`src/design/scr_defines.svh`:
```
// Constants for the configuration register bank: host ports, keys,
// indexes, reset values, bit positions and access masks.
// Assumes inclusion by bare name from every design file that needs it.
`ifndef SCR_DEFINES_SVH
`define SCR_DEFINES_SVH

// ****************************************
// Host port addresses and keys
// ****************************************
`define SCR_ADDR_W         10
`define SCR_INDEX_PORT     10'h3F0
`define SCR_DATA_PORT      10'h3F1
`define SCR_ALT_INDEX_PORT 10'h370
`define SCR_ALT_DATA_PORT  10'h371
`define SCR_ENTER_KEY      8'h55
`define SCR_EXIT_KEY       8'hAA

// ****************************************
// Register indexes
// ****************************************
`define SCR_IDX_IDE_FDC    8'h00
`define SCR_IDX_PARALLEL   8'h01
`define SCR_IDX_SERIAL     8'h02
`define SCR_IDX_PIN_SETUP  8'h03
`define SCR_LOCK_SPAN_TOP  8'h0F

// ****************************************
// Reset values, writable masks, fixed-one masks
// ****************************************
`define SCR_RST_IDE_FDC    8'h28
`define SCR_RST_PARALLEL   8'h9C
`define SCR_RST_SERIAL     8'h88
`define SCR_RST_PIN_SETUP  8'h78
`define SCR_WM_IDE_FDC     8'h8B
`define SCR_WM_PARALLEL    8'h8C
`define SCR_WM_SERIAL      8'h88
`define SCR_WM_PIN_SETUP   8'hFF
`define SCR_ONE_IDE_FDC    8'h20
`define SCR_ONE_PARALLEL   8'h10
`define SCR_ONE_SERIAL     8'h00
`define SCR_ONE_PIN_SETUP  8'h00
`define SCR_READ_BLOCKED   8'h00
`define SCR_SYNC_IDLE_TOP  4'h3

// ****************************************
// Field positions
// ****************************************
`define SCR_PINF_HI        1
`define SCR_PINF_LO        0
`define SCR_PINF_IDE       2'h2
`define SCR_PINF_ALT_IR    2'h3
`define SCR_BIT_FLOPPY_PWR 3
`define SCR_BIT_VALID      7
`define SCR_BIT_PAR_PWR    2
`define SCR_BIT_PAR_MODE   3
`define SCR_BIT_LOCK       7
`define SCR_BIT_SER1_PWR   3
`define SCR_BIT_SER2_PWR   7

`endif

```
`src/design/scr_pkg.sv`:
```
// Types shared by the configuration register bank modules.
// Assumes scr_defines.svh for all numeric constants.
package scr_pkg;

  // Configuration mode sequencing
  typedef enum logic [1:0] {
    SCR_IDLE,
    SCR_KEY_ONE,
    SCR_CONFIG
  } scr_mode_t;

  typedef logic [7:0] scr_byte_t;

endpackage

```
`src/design/scr_cfg_if.sv`:
```
// Carrier between the host-port logic and the register store.
// Assumes one clock domain; the host side drives write strobe and index.
`timescale 1ns/1ps

interface scr_cfg_if;
  logic            wr;        // One-cycle write pulse
  logic [7:0]      index;     // Current config index
  logic [7:0]      wdata;
  logic [7:0]      rdata;     // Registered read of index
  logic [7:0]      regs [4];  // Live register contents

  modport host  (output wr, output index, output wdata, input rdata, input regs);
  modport store (input wr, input index, input wdata, output rdata, output regs);
endinterface // scr_cfg_if

```
`src/design/scr_cfg_store.sv`:
```
// Storage for the four configuration registers with masked writes.
// Assumes writes already qualified by config mode and the access lock.
`timescale 1ns/1ps
`include "scr_defines.svh"

module scr_cfg_store
  import scr_pkg::*;
(
  input  wire logic clk,
  input  wire logic rst,
  scr_cfg_if.store  cfg
);

  // ****************************************
  // Helpers
  // ****************************************
  // Reserved bits never take write data; fixed ones are forced back in
  function automatic scr_byte_t merge(input scr_byte_t old_v, input scr_byte_t new_v,
                                      input scr_byte_t wmask, input scr_byte_t ones);
    merge = (old_v & ~wmask) | (new_v & wmask) | ones;
  endfunction

  scr_byte_t ide_fdc;
  scr_byte_t parallel;
  scr_byte_t serial;
  scr_byte_t pin_setup;
  scr_byte_t par_merged;

  assign par_merged = merge(parallel, cfg.wdata, `SCR_WM_PARALLEL, `SCR_ONE_PARALLEL);

  // ****************************************
  // Register storage
  // ****************************************
  // Only rst (power-up / hard reset) restores defaults
  always_ff @(posedge clk) begin
    if (rst) begin
      ide_fdc   <= `SCR_RST_IDE_FDC;
      parallel  <= `SCR_RST_PARALLEL;
      serial    <= `SCR_RST_SERIAL;
      pin_setup <= `SCR_RST_PIN_SETUP;
    end else if (cfg.wr) begin
      if (cfg.index == `SCR_IDX_IDE_FDC) begin
        ide_fdc <= merge(ide_fdc, cfg.wdata, `SCR_WM_IDE_FDC, `SCR_ONE_IDE_FDC);
      end else if (cfg.index == `SCR_IDX_PARALLEL) begin
        parallel <= par_merged;
        // Lock can only fall; a 1 write never re-opens access
        parallel[`SCR_BIT_LOCK] <= parallel[`SCR_BIT_LOCK] & par_merged[`SCR_BIT_LOCK];
      end else if (cfg.index == `SCR_IDX_SERIAL) begin
        serial <= merge(serial, cfg.wdata, `SCR_WM_SERIAL, `SCR_ONE_SERIAL);
      end else if (cfg.index == `SCR_IDX_PIN_SETUP) begin
        pin_setup <= merge(pin_setup, cfg.wdata, `SCR_WM_PIN_SETUP,
                           `SCR_ONE_PIN_SETUP);
      end
    end
  end

  // ****************************************
  // Registered read port
  // ****************************************
  // Unmapped indexes read as zero
  always_ff @(posedge clk) begin
    if (rst) begin
      cfg.rdata <= 8'h00;
    end else if (cfg.index == `SCR_IDX_IDE_FDC) begin
      cfg.rdata <= ide_fdc;
    end else if (cfg.index == `SCR_IDX_PARALLEL) begin
      cfg.rdata <= parallel;
    end else if (cfg.index == `SCR_IDX_SERIAL) begin
      cfg.rdata <= serial;
    end else if (cfg.index == `SCR_IDX_PIN_SETUP) begin
      cfg.rdata <= pin_setup;
    end else begin
      cfg.rdata <= 8'h00;
    end
  end

  assign cfg.regs[0] = ide_fdc;
  assign cfg.regs[1] = parallel;
  assign cfg.regs[2] = serial;
  assign cfg.regs[3] = pin_setup;

endmodule // scr_cfg_store

```
`src/design/scr_config_regs.sv`:
```
// Host-facing configuration register bank: index/data port pair,
// configuration mode keys, access lock and decoded control outputs.
// Assumes an ISA-style I/O cycle with address and data stable while
// the strobe is low; all pins but rst are asynchronous to clk.
//
// Notes on behaviour
// - Power-up loads defaults; ordinary reset keeps registers.
// - Data port 3F1H, or 371H alternate.
// - Index 00H reaches register; default 28H.
// - Pin field selects off, IDE, or alt IR.
// - Field 0x enables IDE pin pull-ups.
// - Reserved bits: bit5 one, others zero.
// - Bit 3 powers floppy controller.
// - Bit 7 software valid flag only.
// - Index 01H reaches parallel register; default 9CH.
// - Bit 2 powers parallel port.
// - Bit 3 printer mode, else extended modes.
// - Parallel reserved bits read fixed.
// - Lock bit falls only; blocks register access.
// - Index 02H reaches serial register; default 88H.
// - Bit 3 powers primary serial port.
// - Bit 7 powers secondary serial port.
// - Serial reserved bits read zero.
// - Power-down leaves address decoding alone.
// - Index 03H reaches next register.
// - Index port 3F0H or 370H selects register.
// - AAH to index port exits configuration.
`timescale 1ns/1ps
`include "scr_defines.svh"

module scr_config_regs
  import scr_pkg::*;
(
  input  wire logic                   clk,
  input  wire logic                   rst,
  input  wire logic                   host_reset,
  input  wire logic                   alt_port_select,
  input  wire logic [`SCR_ADDR_W-1:0] isa_addr,
  input  wire logic                   isa_ior_n,
  input  wire logic                   isa_iow_n,
  input  wire logic [7:0]             isa_data_in,
  output      logic [7:0]             isa_data_out,
  output      logic                   isa_data_oe_n,
  output      logic                   config_mode_active,
  output      logic                   ide_if_enable,
  output      logic                   alt_ir_enable,
  output      logic                   ide_pullup_enable,
  output      logic                   floppy_power,
  output      logic                   config_valid_flag,
  output      logic                   parallel_power,
  output      logic                   parallel_printer_mode,
  output      logic                   parallel_ext_modes_en,
  output      logic                   config_access_lock,
  output      logic                   primary_serial_power,
  output      logic                   secondary_serial_power,
  output      logic [7:0]             pin_function_setup
);

  localparam int SW = `SCR_ADDR_W + 12;

  // ****************************************
  // Pin synchronisers
  // ****************************************
  logic [SW-1:0] sync1;
  logic [SW-1:0] sync2;
  logic [SW-1:0] sync3;

  // Reset to pin idle levels: strobes high, ordinary reset and port
  // select low, so no false edge or reset pulse follows release
  always_ff @(posedge clk) begin
    if (rst) begin
      sync1 <= {`SCR_SYNC_IDLE_TOP, {(SW-4){1'b0}}};
      sync2 <= {`SCR_SYNC_IDLE_TOP, {(SW-4){1'b0}}};
      sync3 <= {`SCR_SYNC_IDLE_TOP, {(SW-4){1'b0}}};
    end else begin
      sync1 <= {alt_port_select, host_reset, isa_ior_n, isa_iow_n, isa_addr, isa_data_in};
      sync2 <= sync1;
      sync3 <= sync2;
    end
  end

  logic                   alt_lvl;
  logic                   hrst_lvl;
  logic                   ior_n_lvl;
  logic                   iow_n_lvl;
  logic [SW-1:0]          agree;
  logic [`SCR_ADDR_W-1:0] addr_s;
  logic [7:0]             data_s;

  assign agree  = ~(sync2 ^ sync3);
  assign addr_s = sync3[`SCR_ADDR_W+7:8];
  assign data_s = sync3[7:0];

  // Levels change only once two stages agree, rejecting one-cycle glitches
  always_ff @(posedge clk) begin
    if (rst) begin
      alt_lvl   <= 1'b0;
      hrst_lvl  <= 1'b0;
      ior_n_lvl <= 1'b1;
      iow_n_lvl <= 1'b1;
    end else begin
      if (agree[SW-1]) alt_lvl   <= sync3[SW-1];
      if (agree[SW-2]) hrst_lvl  <= sync3[SW-2];
      if (agree[SW-3]) ior_n_lvl <= sync3[SW-3];
      if (agree[SW-4]) iow_n_lvl <= sync3[SW-4];
    end
  end

  // ****************************************
  // Strobe events and port decode
  // ****************************************
  logic wr_evt;
  logic rd_evt;
  logic rd_end;
  logic hit_index;
  logic hit_data;

  assign wr_evt    = agree[SW-4] & ~sync3[SW-4] & iow_n_lvl;
  assign rd_evt    = agree[SW-3] & ~sync3[SW-3] & ior_n_lvl;
  assign rd_end    = agree[SW-3] & sync3[SW-3] & ~ior_n_lvl;
  assign hit_index = addr_s == (alt_lvl ? `SCR_ALT_INDEX_PORT : `SCR_INDEX_PORT);
  assign hit_data  = addr_s == (alt_lvl ? `SCR_ALT_DATA_PORT : `SCR_DATA_PORT);

  // ****************************************
  // Configuration mode sequencing
  // ****************************************
  scr_mode_t mode;
  logic      in_cfg;

  assign in_cfg = mode == SCR_CONFIG;

  // Ordinary reset drops config mode but never touches register contents
  always_ff @(posedge clk) begin
    if (rst || hrst_lvl) begin
      mode <= SCR_IDLE;
    end else if (wr_evt && hit_index) begin
      case (mode)
        SCR_IDLE: begin
          mode <= (data_s == `SCR_ENTER_KEY) ? SCR_KEY_ONE : SCR_IDLE;
        end
        SCR_KEY_ONE: begin
          mode <= (data_s == `SCR_ENTER_KEY) ? SCR_CONFIG : SCR_IDLE;
        end
        SCR_CONFIG: begin
          if (data_s == `SCR_EXIT_KEY) mode <= SCR_IDLE;
        end
        default: begin
          mode <= SCR_IDLE;
        end
      endcase
    end
  end

  // ****************************************
  // Index register and store access
  // ****************************************
  scr_cfg_if cfg ();

  scr_cfg_store u_store (
    .clk (clk),
    .rst (rst),
    .cfg (cfg)
  );

  logic [7:0] config_index_register;
  logic       lock_open;
  logic       idx_lockable;
  logic       access_ok;

  assign lock_open    = cfg.regs[1][`SCR_BIT_LOCK];
  assign idx_lockable = config_index_register <= `SCR_LOCK_SPAN_TOP;
  assign access_ok    = in_cfg && (lock_open || !idx_lockable);

  // Index only loads inside config mode; the exit key is not kept
  always_ff @(posedge clk) begin
    if (rst) begin
      config_index_register <= 8'h00;
    end else if (wr_evt && hit_index && in_cfg && data_s != `SCR_EXIT_KEY) begin
      config_index_register <= data_s;
    end
  end

  assign cfg.index = config_index_register;

  // Write pulse one cycle after the strobe event
  always_ff @(posedge clk) begin
    if (rst) begin
      cfg.wr    <= 1'b0;
      cfg.wdata <= 8'h00;
    end else begin
      cfg.wr    <= wr_evt && hit_data && access_ok;
      cfg.wdata <= data_s;
    end
  end

  // ****************************************
  // Read data drive
  // ****************************************
  // Store read data is already registered, so it is ready at the event
  always_ff @(posedge clk) begin
    if (rst) begin
      isa_data_out  <= 8'h00;
      isa_data_oe_n <= 1'b1;
    end else if (rd_evt && hit_data && in_cfg) begin
      isa_data_out  <= access_ok ? cfg.rdata : `SCR_READ_BLOCKED;
      isa_data_oe_n <= 1'b0;
    end else if (rd_end || hrst_lvl) begin
      isa_data_oe_n <= 1'b1;
    end
  end

  // ****************************************
  // Decoded control outputs
  // ****************************************
  logic [1:0] pin_field;

  assign pin_field = cfg.regs[0][`SCR_PINF_HI:`SCR_PINF_LO];

  // Power bits gate only the units; no base-address decode is touched here
  always_ff @(posedge clk) begin
    if (rst) begin
      config_mode_active     <= 1'b0;
      ide_if_enable          <= 1'b0;
      alt_ir_enable          <= 1'b0;
      ide_pullup_enable      <= 1'b1;
      floppy_power           <= 1'b1;
      config_valid_flag      <= 1'b0;
      parallel_power         <= 1'b1;
      parallel_printer_mode  <= 1'b1;
      parallel_ext_modes_en  <= 1'b0;
      config_access_lock     <= 1'b1;
      primary_serial_power   <= 1'b1;
      secondary_serial_power <= 1'b1;
      pin_function_setup     <= `SCR_RST_PIN_SETUP;
    end else begin
      config_mode_active     <= in_cfg;
      ide_if_enable          <= pin_field == `SCR_PINF_IDE;
      alt_ir_enable          <= pin_field == `SCR_PINF_ALT_IR;
      ide_pullup_enable      <= ~pin_field[1];
      floppy_power           <= cfg.regs[0][`SCR_BIT_FLOPPY_PWR];
      config_valid_flag      <= cfg.regs[0][`SCR_BIT_VALID];
      parallel_power         <= cfg.regs[1][`SCR_BIT_PAR_PWR];
      parallel_printer_mode  <= cfg.regs[1][`SCR_BIT_PAR_MODE];
      parallel_ext_modes_en  <= ~cfg.regs[1][`SCR_BIT_PAR_MODE];
      config_access_lock     <= cfg.regs[1][`SCR_BIT_LOCK];
      primary_serial_power   <= cfg.regs[2][`SCR_BIT_SER1_PWR];
      secondary_serial_power <= cfg.regs[2][`SCR_BIT_SER2_PWR];
      pin_function_setup     <= cfg.regs[3];
    end
  end

endmodule // scr_config_regs

```
`config.mk`:
```
export PLATFORM = sky130hd
export DESIGN_NAME = scr_config_regs
export DESIGN_NICKNAME = d
export VERILOG_FILES = /design/src/design/scr_pkg.sv /design/src/design/scr_cfg_if.sv /design/src/design/scr_cfg_store.sv /design/src/design/scr_config_regs.sv
export VERILOG_INCLUDE_DIRS = /design/src /design/src/design
export SDC_FILE = /design/constraint.sdc
export NUM_CORES = 1
export LEC_CHECK = 0
export ABC_AREA = 1
export BUFFER_PORTS_ARGS = -buffer_cell sky130_fd_sc_hd__buf_2
export CORE_MARGIN = 1
export CORE_UTILIZATION = 36
export DETAILED_ROUTE_END_ITERATION = 16
export PLACE_DENSITY = 0.55
export RECOVER_POWER = 50
export SETUP_SLACK_MARGIN = 0.3
export SYNTH_ARGS = -nofsm -noshare
export SYNTH_HDL_FRONTEND = slang
export SYNTH_HIERARCHICAL = 1
export SYNTH_SLANG_ARGS = --single-unit
export TNS_END_PERCENT = 5
```
`constraint.sdc`:
```
create_clock -name clk -period 1.3 [get_ports clk]
set_clock_uncertainty 0.15 [all_clocks]
set_input_delay 0.26 -clock clk [delete_from_list [all_inputs] [get_ports clk]]
set_output_delay 0.26 -clock clk [all_outputs]
set_load 0.02 [all_outputs]
```
==> flow_summary.json <==
{
  "status": "finished with violations",
  "failed_checks": "negative hold slack, negative setup slack",
  "core-area_um2": 13800,
  "cp.arrival_ns": 1.66,
  "overflow": 0,
  "routed_via_density": 4.16,
  "syn_inst": 644,
  "cts_tree": "built",
  "maxCapViolations": 0,
  "min_from": "isa_iow_n",
  "gp_congestion": 0.824,
  "fp.dieW_um": 121,
  "numCtsBuffers": 17,
  "cts_root_buf": "clkbuf_16",
  "fmax_ghz": 0.683,
  "setup_viol": 37,
  "required_ns": 1.50,
  "worst_slew_pin_slew_ns": 0.653,
  "placedCellCount": 891,
  "ant_nets": 0,
  "diodes": 0,
  "drtIter0Drc": 193,
  "fillCellCount": 1334,
  "p_leak_nw": 3.19,
  "die_area_um2": 14600,
  "power.density_nw_per_um2": 1350,
  "worst-r2r-cell-count": 9,
  "finalHoldViolCount": 2,
  "endpoint_kind": "flop",
  "met2_usage": 0.255,
  "stdcell_count": 953,
  "min_delay_path_depth": 2,
  "die_h_um": 121,
  "h-tree-depth": 4,
  "path_max_fanout": 6,
  "grt_pass1_vias": 3710,
  "syn_avg_cell_area_um2": 7.91,
  "port_buffers": 52,
  "critPathLaunchType": "flop",
  "grt_use_met3": 0.0493,
  "final_util": 0.508,
  "ir_drop_v": 0.000888,
  "maxSlewViolCount": 0,
  "regToRegSetupSlack_ns": -0.16,
  "grt_pass1_wl_um": 16800,
  "use_met1": 0.174,
  "worst_hold_slack_ns": -0.119,
  "grt_max_degree": 60,
  "antenna_found_initial": 0,
  "clock_sinks": 143,
  "wire_per_inst_um": 10.7,
  "drc_errors": 0,
  "clkTransAtPathRegs_ns": 0.06,
  "io_pins": 53,
  "rows": 43,
  "rr_endpoint": "mode[0]",
  "drive_gt1_frac": 0.312,
  "yosysWarnings": 6,
  "syn_to_final_growth_pct": 37.8,
  "busiest_layer": "met2",
  "syn-num-nets": 671,
  "num_vias": 3962,
  "wl_um": 10200,
  "crit_type": "reg2reg",
  "dr.pass1.iters": 4,
  "fin_nets": 788,
  "globalRouteTotalUtil": 0.150,
  "syn_area_um2": 5090,
  "startpoint": "sync2[18]",
  "clock_latency_ns": 0.41,
  "rsz0062_at_grt": "true",
  "ctsHoldBuffers": 21,
  "start_util": 0.368,
  "min_to": "sync1[18]",
  "maxSlewHeadroom": 0.565,
  "min_period_ns": 1.46,
  "multiInputGateArea_um2": 1830,
  "hp-class": "in2reg",
  "hpwl_um": 6940,
  "finalWorstSetupSlack_ns": -0.163,
  "clockBufferDepth": 2,
  "finalCritPeriodShare": 1.13,
  "seq_area_um2": 2910,
  "r2r_start": "sync2[18]"
}
-- state kept, by name (all words and copies together) (netlist names), 2 cells and up --
register	cells
cfg.index	8
cfg.wdata	8
isa_data_out	8
mode	2
pin_function_setup	8
sync1	22
sync2	22
sync3	22
u_store/cfg.rdata	8
u_store/ide_fdc	4
u_store/parallel	3
u_store/pin_setup	8
u_store/serial	2
-- worst max-delay path: stages, from the launching register on --
cell and delay [ns]:
dfxtp_1 0.31, inv_2 0.07, ha_4 0.14, nand2_4 0.06, nor2_4 0.12, nand2_4 0.08, nor2_4 0.20, buf_4 0.14
a21oi_1 0.05, nor2_1 0.09
-- per-stage QoR --
step | worst slack (ns) | setup TNS (ns) | cell area (µm²) | power (mW)
final | -0.163 | -2.78 | 7020 | 9.48
after CTS | -0.150 | -3.89 | 6840 | 9.59
after detailed placement | -0.184 | -4.52 | 5760 | 4.86
after global placement | -0.140 | -3.16 | 5760 | 4.85
after floorplan | -0.0585 | -0.473 | 5090 | 4.75
after global routing | -0.235 | -7.13 | 7020 | 9.81
-- layout by cell type, fill, tap and decap left out, drive strengths merged --
cell type and n:
o21ai 11, clkinvlp 4, dlygate4sd3 20, nor3 2, or2 12, a211oi 2, buf 87, clkbuf 26
ha 3, and2 1, inv 131, nand3 52, a21oi 10, nand2 100, bufinv 2, nand4 3
nor2 159, dfxtp 143, clkinv 5
-- power breakdown --
| group | internal [mW] | switching [mW] | total (mW) |
|---|---|---|---|
| clock network | 2.94 | 1.73 | 4.67 |
| logic | 0.139 | 0.158 | 0.298 |
| registers | 4.48 | 0.0337 | 4.51 |
-- final cells by class --
type	count	share of cell area
clock buffers	20	0.0665
clock inverters	11	0.0164
well taps	180	0.0321
inverters	131	0.0704
multi-input cells	355	0.261
repair buffers	113	0.139
flip-flops and latches	143	0.415
-- per-layer routing --
layer / up-vias / part of all wire
li1: 2135 / -
met1: 1725 / 0.46
met2: 89 / 0.49
met3: 13 / 0.043
met4: 0 / 0.012
met5: - / 0
-- what timing repair did --
action                                 in CTS  in global routing
endpoints found under the hold margin      22                  2
setup buffers                               4                  4
resized for setup                          98                 56
setup endpoints to repair                  76                 79
pin swaps                                  11                 20
gates cloned                                1                  1
-- worst max-delay path by stage --
| stage | end | slack [ns] | depth (start not counted) |
|---|---|---|---|
| floorplan | cfg.index[1] | -0.06 | 10 |
| global placement | cfg.index[7] | -0.14 | 9 |
| detailed placement | mode[1] | -0.18 | 9 |
| CTS | mode[1] | -0.15 | 9 |
| global route | mode[0] | -0.23 | 9 |
| finish | mode[0] | -0.16 | 9 |
Power figures use the tool's default switching activity.
